===== config.mk =====
export PLATFORM = sky130hd
export DESIGN_NAME = e1ts_top
export DESIGN_NICKNAME = d
export VERILOG_FILES = /design/src/inc/e1ts_pkg.sv /design/src/hw/e1ts_top.sv
export VERILOG_INCLUDE_DIRS = /design/src /design/src/inc
export SDC_FILE = /design/constraint.sdc
export NUM_CORES = 1
export LEC_CHECK = 0
export BUFFER_PORTS_ARGS = -buffer_cell sky130_fd_sc_hd__buf_2
export CORE_UTILIZATION = 59
export CTS_CLUSTER_SIZE = 12
export DETAILED_ROUTE_END_ITERATION = 10
export HOLD_SLACK_MARGIN = 0.12
export PLACE_DENSITY = 0.92
export SLEW_MARGIN = 20
export SYNTH_ARGS = -nofsm -noshare
export SYNTH_HDL_FRONTEND = slang
export SYNTH_SLANG_ARGS = --single-unit

===== constraint.sdc =====
create_clock -name CORE_CLK -period 2.93 [get_ports CORE_CLK]
set_clock_uncertainty 0.1 [all_clocks]
set_input_delay 0.293 -clock CORE_CLK [delete_from_list [all_inputs] [get_ports CORE_CLK]]
set_output_delay 0.293 -clock CORE_CLK [all_outputs]
set_load 0.1 [all_outputs]

===== src/inc/e1ts_cfg.svh =====
`ifndef E1TS_CFG_SVH
`define E1TS_CFG_SVH
// ==========================================
// Time slot zero layout and timing
`define E1TS_CLK_NS 40
`define E1TS_FRAME_NS 125000
`define E1TS_FRAME_CYC ((`E1TS_FRAME_NS + `E1TS_CLK_NS - 1) / `E1TS_CLK_NS)
`define E1TS_FAS_PAT 7'h1B
`define E1TS_MFAS_PAT 6'h0B
`define E1TS_ALL_ONES 8'hFF
`define E1TS_NBYTES 5
`define E1TS_BUF_RST 8'hFF
`define E1TS_NFAS_BIT2 6
`define E1TS_CRC_BIT 7
`endif


===== src/inc/e1ts_pkg.sv =====
package e1ts_pkg;
	// ==========================================
	// Types
	typedef enum logic [1:0] {
		E1TS_PARALLEL,
		E1TS_SERIAL_CTRL,
		E1TS_BACKPLANE
	} e1ts_port_mode_t;

	typedef struct packed {
		logic       wr;
		logic       rd;
		logic       rx_sel;
		logic [2:0] addr;
		logic [7:0] wdata;
	} e1ts_cpu_req_t;
endpackage : e1ts_pkg


===== src/hw/e1ts_top.sv =====
`timescale 1ns/1ns
`include "e1ts_cfg.svh"
// Notes on behaviour
// - Force-all-ones pin low sends all ones from power-up, no register write.
// - Even frames carry the alignment word, odd frames the non-alignment word.
// - Bit 1 is MSB, bit 8 LSB, for line order and buffers.
// - Alignment word: CRC bit in position 1, then 0011011.
// - Non-alignment word: position 2 one, alarm at 3, Sa4..Sa8 at 4..8.
// - Odd frames 1..11 carry 001011 in position 1; frames 13, 15 carry E-bits.
// - C1..C4 in position 1 of frames 0,2,4,6 and again 8,10,12,14.
// - Five-byte tx and rx buffers; byte n is Sa(4+n), columns F1..F15.
// - Buffers reachable in parallel or serial modes, never in backplane mode.
// - Backplane mode: spare bits from control stream in, received to status out.
// - Link active: selected spare bit comes from link input, not the buffer.
// - Multiframe-start flag and maskable interrupt at each received multiframe.
// - 4 kbit/s link, one bit per non-alignment word on the chosen spare bit.
// - 4 kHz link clock output, aligned with received link data.
// - Link clock keeps phase across slips; link data may drop or repeat.
// - Link input sampled on rising internal 4 kHz edge; controller holds it.
// - Internal sampling clock is the inverse of the output link clock.
module e1ts_top #(
	parameter int FRAME_CYC = `E1TS_FRAME_CYC,
	parameter int NBYTES    = `E1TS_NBYTES
) (
	input  wire logic                     CORE_CLK,
	input  wire logic                     RST_B,
	input  wire logic                     FORCE_ALL_ONES_PIN_B,
	input  e1ts_pkg::e1ts_port_mode_t     PORT_MODE,
	input  e1ts_pkg::e1ts_cpu_req_t       CPU_REQ,
	output logic [7:0]                    CPU_RDATA,
	input  wire logic [3:0]               TX_CRC,
	input  wire logic [1:0]               TX_EBIT,
	input  wire logic                     REMOTE_ALARM_BIT,
	input  wire logic [7:0]               CONTROL_STREAM_IN_ZERO,
	output logic [7:0]                    TX_TS0,
	output logic                          TX_TS0_VLD,
	output logic                          TX_ALL_ONES,
	input  wire logic                     RX_TS0_STB,
	input  wire logic [7:0]               RX_TS0,
	input  wire logic [3:0]               RX_FRM_NUM,
	output logic [7:0]                    STATUS_STREAM_OUT,
	input  wire logic                     MF_FLAG_CLR,
	input  wire logic                     MF_IRQ_MASK,
	output logic                          MULTIFRAME_START_FLAG,
	output logic                          MULTIFRAME_START_IRQ,
	input  wire logic                     LINK_EN,
	input  wire logic [4:0]               LINK_SEL,
	input  wire logic                     LINK_TX_IN,
	output logic                          LINK_RX_OUT,
	output logic                          LINK_CLOCK_OUT
);
	// ==========================================
	// Helpers
	function automatic logic [2:0] col_of(input logic [3:0] frm);
		col_of = 3'h7 - frm[3:1];
	endfunction : col_of

	function automatic logic pick_sa(input logic [7:0] ts0, input logic [4:0] sel);
		pick_sa = |(ts0[4:0] & {sel[0], sel[1], sel[2], sel[3], sel[4]});
	endfunction : pick_sa

	localparam logic [11:0] FRAME_LAST = 12'(FRAME_CYC - 1);
	localparam logic [5:0]  MFAS_PAT   = `E1TS_MFAS_PAT;

	// ==========================================
	// Frame divider and link clocks
	logic [11:0] div_q;
	logic [11:0] div_d;
	logic [3:0]  tx_frm_q;
	logic [3:0]  tx_frm_d;
	logic        link_clk_q;
	logic        link_clk_d;
	logic        tick;
	logic        link_rise;
	logic        sample_rise;

	always_comb begin
		tick       = (div_q == FRAME_LAST);
		div_d      = tick ? 12'h000 : div_q + 12'h001;
		tx_frm_d   = tick ? tx_frm_q + 4'h1 : tx_frm_q;
		// Free running from the core clock, so a receive slip never moves it
		link_clk_d = tick ? ~link_clk_q : link_clk_q;
		link_rise  = tick & ~link_clk_q;
		sample_rise = tick & link_clk_q;
	end

	always_ff @(posedge CORE_CLK or negedge RST_B) begin
		if (!RST_B) begin
			div_q      <= 12'h000;
			tx_frm_q   <= 4'h0;
			link_clk_q <= 1'b0;
		end else begin
			div_q      <= div_d;
			tx_frm_q   <= tx_frm_d;
			link_clk_q <= link_clk_d;
		end
	end

	assign LINK_CLOCK_OUT = link_clk_q;

	// ==========================================
	// Buffers, register port and link data
	logic [7:0] tx_buf_q [NBYTES];
	logic [7:0] tx_buf_d [NBYTES];
	logic [7:0] rx_buf_q [NBYTES];
	logic [7:0] rx_buf_d [NBYTES];
	logic [7:0] stage_q  [NBYTES];
	logic [7:0] stage_d  [NBYTES];
	logic [7:0] rdata_q;
	logic [7:0] rdata_d;
	logic [7:0] status_q;
	logic [7:0] status_d;
	logic       flag_q;
	logic       flag_d;
	logic       link_tx_q;
	logic       link_tx_d;
	logic       link_rxb_q;
	logic       link_rxb_d;
	logic       link_out_q;
	logic       link_out_d;
	logic       cpu_ok;
	logic       addr_ok;
	logic       rx_odd;
	logic       mf_start;

	always_comb begin
		cpu_ok   = (PORT_MODE != e1ts_pkg::E1TS_BACKPLANE);
		addr_ok  = (int'(CPU_REQ.addr) < NBYTES);
		rx_odd   = RX_TS0_STB & RX_FRM_NUM[0];
		mf_start = RX_TS0_STB & (RX_FRM_NUM == 4'h0);
		tx_buf_d = tx_buf_q;
		rx_buf_d = rx_buf_q;
		stage_d  = stage_q;
		rdata_d  = rdata_q;
		status_d = status_q;
		if (cpu_ok && addr_ok && CPU_REQ.wr && !CPU_REQ.rx_sel) begin
			tx_buf_d[CPU_REQ.addr] = CPU_REQ.wdata;
		end
		if (CPU_REQ.rd) begin
			if (!cpu_ok || !addr_ok) begin
				rdata_d = 8'h00;
			end else if (CPU_REQ.rx_sel) begin
				rdata_d = rx_buf_q[CPU_REQ.addr];
			end else begin
				rdata_d = tx_buf_q[CPU_REQ.addr];
			end
		end
		if (rx_odd) begin
			for (int s = 0; s < NBYTES; s++) begin
				stage_d[s][col_of(RX_FRM_NUM)] = RX_TS0[4 - s];
			end
			status_d = RX_TS0;
		end
		if (mf_start) begin
			rx_buf_d = stage_q;
		end
		// A new multiframe start beats a clear in the same cycle
		flag_d = mf_start | (flag_q & ~MF_FLAG_CLR);
		link_tx_d  = sample_rise ? LINK_TX_IN : link_tx_q;
		link_rxb_d = (rx_odd && LINK_EN) ? pick_sa(RX_TS0, LINK_SEL) : link_rxb_q;
		link_out_d = link_rise ? link_rxb_q : link_out_q;
	end

	always_ff @(posedge CORE_CLK or negedge RST_B) begin
		if (!RST_B) begin
			for (int s = 0; s < NBYTES; s++) begin
				tx_buf_q[s] <= `E1TS_BUF_RST;
				rx_buf_q[s] <= `E1TS_BUF_RST;
				stage_q[s]  <= `E1TS_BUF_RST;
			end
			rdata_q    <= 8'h00;
			status_q   <= 8'h00;
			flag_q     <= 1'b0;
			link_tx_q  <= 1'b1;
			link_rxb_q <= 1'b1;
			link_out_q <= 1'b1;
		end else begin
			tx_buf_q   <= tx_buf_d;
			rx_buf_q   <= rx_buf_d;
			stage_q    <= stage_d;
			rdata_q    <= rdata_d;
			status_q   <= status_d;
			flag_q     <= flag_d;
			link_tx_q  <= link_tx_d;
			link_rxb_q <= link_rxb_d;
			link_out_q <= link_out_d;
		end
	end

	assign CPU_RDATA             = rdata_q;
	assign STATUS_STREAM_OUT     = status_q;
	assign MULTIFRAME_START_FLAG = flag_q;
	assign MULTIFRAME_START_IRQ  = flag_q & ~MF_IRQ_MASK;
	assign LINK_RX_OUT           = link_out_q;

	// ==========================================
	// Transmit time slot zero
	logic [7:0] ts0_d;
	logic [7:0] ts0_q;
	logic       vld_q;
	logic       vld_d;
	logic       ones_q;
	logic       ones_d;
	logic       bit1;
	logic       sa;

	always_comb begin
		ts0_d = ts0_q;
		bit1  = 1'b0;
		sa    = 1'b0;
		if (!tx_frm_d[0]) begin
			bit1  = TX_CRC[3 - tx_frm_d[2:1]];
			ts0_d = {bit1, `E1TS_FAS_PAT};
		end else begin
			if (tx_frm_d == 4'hD) begin
				bit1 = TX_EBIT[1];
			end else if (tx_frm_d == 4'hF) begin
				bit1 = TX_EBIT[0];
			end else begin
				bit1 = MFAS_PAT[3'h5 - tx_frm_d[3:1]];
			end
			ts0_d = {bit1, 1'b1, REMOTE_ALARM_BIT, 5'h00};
			for (int s = 0; s < NBYTES; s++) begin
				if (LINK_EN && LINK_SEL[s]) begin
					sa = link_tx_q;
				end else if (!cpu_ok) begin
					sa = CONTROL_STREAM_IN_ZERO[4 - s];
				end else begin
					sa = tx_buf_q[s][col_of(tx_frm_d)];
				end
				ts0_d[4 - s] = sa;
			end
		end
		if (!FORCE_ALL_ONES_PIN_B) begin
			ts0_d = `E1TS_ALL_ONES;
		end
		// The word only moves on a frame tick, so it stands for a whole frame
		if (!tick) begin
			ts0_d = ts0_q;
		end
		vld_d  = tick;
		ones_d = ~FORCE_ALL_ONES_PIN_B;
	end

	always_ff @(posedge CORE_CLK or negedge RST_B) begin
		if (!RST_B) begin
			ts0_q  <= `E1TS_ALL_ONES;
			vld_q  <= 1'b0;
			ones_q <= 1'b1;
		end else begin
			ts0_q  <= ts0_d;
			vld_q  <= vld_d;
			ones_q <= ones_d;
		end
	end

	assign TX_TS0      = ts0_q;
	assign TX_TS0_VLD  = vld_q;
	assign TX_ALL_ONES = ones_q;
endmodule : e1ts_top


## Word-level counts from Yosys, hierarchy flattened

Memory sizes are Yosys's and may differ from the RTL's.
Cells that the tools add are included.
Widths: inputs -> output; s select.

| word-level totals | value |
|---|---|
| register bits | 167 |
| bits in read-only memories | 8 |
| bits of input ports | 56 |
| memories kept | 1 |

Memories:

| memory | depth | bits a word | read ports | clocked after memory_dff | wr ports | line | text |
|---|---|---|---|---|---|---|---|
| (no name shown) | 8 | 1 | 1 | 0 | 0 | e1ts_top.sv:220 | `bit1 = MFAS_PAT[3'h5 - tx_frm_d[3:1]];` |

| cells by class | value |
|---|---|
| $add $sub $neg | 6 |
| magnitude comparators | 8 |
| equality and inequality tests | 4 |
| multiplexer cells | 47 |
| bitwise gates (word level) | 13 |
| reduce and logical (&&, ||, !) cells | 17 |

Operators by type and width:

| cell | count |
|---|---|
| $mux 8 | 9 |
| $bmux 8 s3 | 2 |
| $bwmux 40 | 1 |
| $bwmux 8 | 5 |
| $lt 32x3->1 const B | 1 |
| $demux 8 s3 | 1 |
| $mux 1 | 20 |
| $bmux 1 s3 | 5 |
| $add 12x1->12 const B | 1 |
| $eq 12x12->1 const B | 1 |
| $lt 3x4->1 const B | 3 |
| $mux 12 | 1 |
| $logic_and 1x1->1 | 11 |
| $sub 3x3->3 const A | 3 |
| $eq 4x4->1 const B | 2 |
| $and 1x1->1 | 6 |
| $and 5x5->5 | 1 |
| $reduce_or 5->1 | 1 |
| $add 4x1->4 const B | 1 |
| $ge 4x4->1 const B | 1 |
| $logic_not 4->1 | 1 |
| $lt 4x1->1 const B | 1 |
| $mux 4 | 1 |
| $not 1->1 | 4 |
| other kinds (10) | 12 |

## Longest topological paths before layout

| depth | value |
|---|---|
| word-level depth | 9 |
| mapped depth | 12 |
| gate-level depth less buffers | 12 |

## Worst setup path after synthesis

OpenSTA, ideal clock, no wires.

| path | value |
|---|---|
| kind | register to output |
| start | register flag_q (netlist: MULTIFRAME_START_FLAG) |
| end | output MULTIFRAME_START_IRQ |
| arrival | 2.322 ns |
| required time | 2.537 ns |
| setup slack | 0.215 ns |
| stages on the path, launching flop included | 3 |
| buffers on the path | 0 |
| cell sequence | dfrtp_1 inv_1 nor2_1 |

| on the way | value |
|---|---|
| cells in the longest elaborated chain, start to end | 1 |

RTL lines:

| what | line | text |
|---|---|---|
| start: declaration | e1ts_top.sv:113 | `logic flag_q;` |
| start signal: assignment | e1ts_top.sv:183 | `flag_q <= flag_d;` |
| $and 1x1->1 | e1ts_top.sv:193 | `assign MULTIFRAME_START_IRQ = flag_q & ~MF_IRQ_MASK;` |
| end: declaration | e1ts_top.sv:45 | `output logic MULTIFRAME_START_IRQ,` |

No other way between the ends.

## Worst setup path in the final report

| path | value |
|---|---|
| start | register div_q[0] |
| end | register ts0_q[7] (netlist: TX_TS0[7]) |

| on the way | value |
|---|---|
| cells in the longest elaborated chain, start to end | 9 |
| elaborated cells on any way between the ends | 14 |
| those cells by class | add/sub (2); eq/ne (3); mux (8); memory (1) |

RTL lines:

| what | line | text |
|---|---|---|
| start: declaration | e1ts_top.sv:67 | `logic [11:0] div_q;` |
| start signal: assignment | e1ts_top.sv:93 | `div_q <= div_d;` |
| $eq 12x12->1 (*) | e1ts_top.sv:78 | `tick = (div_q == FRAME_LAST);` |
| $mux 4 (*) | e1ts_top.sv:80 | `tx_frm_d = tick ? tx_frm_q + 4'h1 : tx_frm_q;` |
| named net tx_frm_d[2] | e1ts_top.sv:70 | `logic [3:0] tx_frm_d;` |
| $sub 3x3->3 | e1ts_top.sv:220 |  |
| $mem_v2 8x1 | n/a |  |
| $mux 1 (not written as such) | e1ts_top.sv:220 |  |
| $mux 1 | e1ts_top.sv:217 | `end else if (tx_frm_d == 4'hF) begin` |
| $mux 1 | e1ts_top.sv:215 | `if (tx_frm_d == 4'hD) begin` |
| $mux 8 (*) | e1ts_top.sv:211 | `if (!tx_frm_d[0]) begin` |
| $mux 8 (*) | e1ts_top.sv:234 | `if (!FORCE_ALL_ONES_PIN_B) begin` |
| end signal: assignment | e1ts_top.sv:247 | `` ts0_q <= `E1TS_ALL_ONES; `` |
| end signal: assignment | e1ts_top.sv:251 | `ts0_q <= ts0_d;` |
| end: declaration | e1ts_top.sv:199 | `logic [7:0] ts0_q;` |

The timed path passes the listed nets; every way through them passes the cells marked *. The select of a mux whose other input is x is not followed.
A chain may end at the register's enable or synchronous reset.

==> out/results.tsv <==
metric	value	unit
maxSlewViolCount	0	
io_pins	86	
first_pass_iters	5	
cp.required	3180	ps
r2r_start	div_q[0]	
area_delta_synth_final	17.22	%
end_kind	register	
ys_top_cells_by_area	dfstp_2 (43%), mux2_2 (18%), dfrtp_1 (11%), a22oi_1 (3.0%), mux2i_1 (2.6%)	
async_flop_share	1.000	
dieArea	14270	um2
hold_ws	158.8	ps
whs_path_depth	3	
period_share	0.8659	
drc	0	
setup_viol	0	
p_leak	0.003934	uW
yosysSeqAreaShare	0.5338	
clock_latency	430	ps
ir_drop	0.4921	mV
clk_pin_slew	70	ps
yosys.area.top_type_share	0.4262	
hpwl	13760	um
port_buffers	82	
slew-limit-headroom	0.4844	
cts_tree	yes	
reg2reg_to	TX_TS0[7]	
cts_max_level	4	
grt_max_degree	69	
period_needed	2537	ps
max_stage_delay	560	ps
syn_area	8138	um2
syn-num-nets	709	
status	completed	
cpLargestDelayFamily	simple AND/OR/NAND/NOR gates	
avgRoutedWirePerCell	22.31	um
synth-main-ff-cell	dfstp_2	
vias	5934	
synth-edff-count	0	
tightest_slew	767.5	ps
diodes	0	
crit_chain	inv_1, ha_1, nand4b_1, nor4_1, nor2_4, inv_6, ha_1, nand2_1, a21oi_1, nor4_1, a21oi_1	
die_x	119.4	um
viasPerCell	6.313	
final_hold_viol_count	0	
drt_iter0_drc	487	
power_density	700.7	nW/um2
finalCoreUtilization	0.7147	
min-delay-start	CONTROL_STREAM_IN_ZERO[3]	
syn_avg_cell_area	12.54	um2
synth_top_area_cell	dfstp_2	
worst_path_max_delay_cell	nor4_1	
clock.fmax	394.2	MHz
rrSetupSlack	390	ps
wirelength	20980	um
fin_tns_setup	0	ps
die_height	119.4	um
drive_above_1_share	0.5576	
synth_seq_cells	167	
cp_max_fo	9	
ys_warn_count	0	
antenna_found_initial	0	
post_cts_resized	0	
initial_core_util	0.6097	
grt_pass1_wl	33100	um
hold_path.class	in2reg	
rows	42	
ys_types	61	
path_class	reg2reg	
grt_use_total	0.3077	
cp.buffers_inverters	2	
rr_worst_depth	11	
synthCells	649	
clock-root-buffer	clkbuf_16	
cts_buffers	17	
cp-start-kind	register	
cts_sinks	167	
rsz0062_at_grt	no	
antenna_left	0	
cap_violations	0	
coreArea	13350	um2
place.gp.congestion	0.9193	
cts.path.max_buffers	2	
worst_hold_path.endpoint	TX_TS0[3]	
grt_pass1_vias	6141	
grt_overflow_total	0	
nets	811	
total_power	6684	uW
cp.arrival	2790	ps
[synthesized netlist by cell type, types with 13 or more instances]
library cell and instances:
inv_1 13, dfrtp_1 35, mux2i_1 21, nor2_1 27, a22oi_1 33, a21oi_1 14, clkbuf_1 19, nand4_1 19
mux2_2 133, dfstp_2 132, nand2_1 33, o21ai_0 15, nand3_1 24
[layer usage]
layer | global-route usage | vias up | routed length (um)
li1 | - | 2591 | -
met1 | 0.3931 | 3003 | 8642
met2 | 0.5065 | 274 | 10410
met3 | 0.04981 | 66 | 1132
met4 | 0.1578 | 0 | 786
met5 | 0 | - | 0
[cell type report]
type	count	area, um2
Clock buffer	18	429.2
Clock inverter	14	151.4
Fill cell	851	3809
Inverter	15	61.31
Multi-Input combinational cell	432	3593
Sequential cell	167	4344
Tap cell	176	220.2
Timing Repair Buffer	118	739.5
[state kept, by name, indices dropped and copies added (netlist names), 4 cells and up]
register,count
stage_q,40
div_q,12
rx_buf_q,40
tx_frm_q,4
STATUS_STREAM_OUT,8
tx_buf_q,40
TX_TS0,8
CPU_RDATA,8
[layout by cell type (no fill, tap or decap), drive strengths merged, types with 5 or more instances in the layout]
cell and n:
a211oi 12, a22oi 33, nand3 25, nand2 37, dfstp 132, dfrtp 35
inv 25, mux2i 22, buf 102, xnor2 9, dlygate4sd3 16, nor3 10
mux2 134, xor2 6, nand4 19, nor3b 5, clkbuf 18, nor2 28
o21ai 15, nor2b 7, a21oi 14, nand2b 5
[where the power goes]
part	switching, uW	internal [uW]
Combinational	621	495
Sequential	311	3030
Clock	1020	1210
Total	1950	4730
[what timing repair did]
item / in CTS / in global routing
hold buffers: 16 / 0
endpoints found under the hold margin: 64 / 0
buffers inserted: 0 / 0
[how the worst max path moves through the flow]
stage / slack, ps / cells after the start / from / endpoint
finish: 390 / 11 / div_q[0] / TX_TS0[7]
floorplan: 220 / 2 / MULTIFRAME_START_FLAG / MULTIFRAME_START_IRQ
global route: 220 / 11 / div_q[0] / TX_TS0[7]
detailed placement: 440 / 11 / div_q[0] / TX_TS0[7]
global placement: 610 / 9 / div_q[0] / TX_TS0[3]
CTS: 410 / 11 / div_q[0] / TX_TS0[7]
[logic make-up (layout without fill, tap and decap cells)]
logic type                 Yosys count  in the layout  share of synthesized area
AOI/OAI and AO/OA                   95             95                    0.08349
adders and majority gates            4              4                   0.006150
and+or+nand+nor                    158            158                     0.1096
buffers and inverters               50            165                    0.02522
DFF                                167            167                     0.5338
muxes                              160            160                     0.2256
xor gates and xnor gates            15             15                    0.01614
[per-stage QoR]
stage | cells | instance area [um2] | worst slack, ps
after CTS | 940 | 9539 | 408.9
after detailed placement | 892 | 8798 | 443.6
after floorplan | 649 | 8138 | 215.2
after global routing | 940 | 9539 | 221.5
final | 940 | 9539 | 392.9
after global placement | 892 | 8798 | 613.9
[worst register-to-register path: cells and delay by family, from the launching register on]
kind / cells / cell delay [ps]
AND/OR/NAND/NOR: 5 / 1140
adder cells (fa/ha/maj): 2 / 430
flip-flops: 1 / 410
buffers and inverters: 2 / 220
AO/OA/AOI/OAI: 2 / 170
No activity file was read; power rests on OpenSTA's default activity.
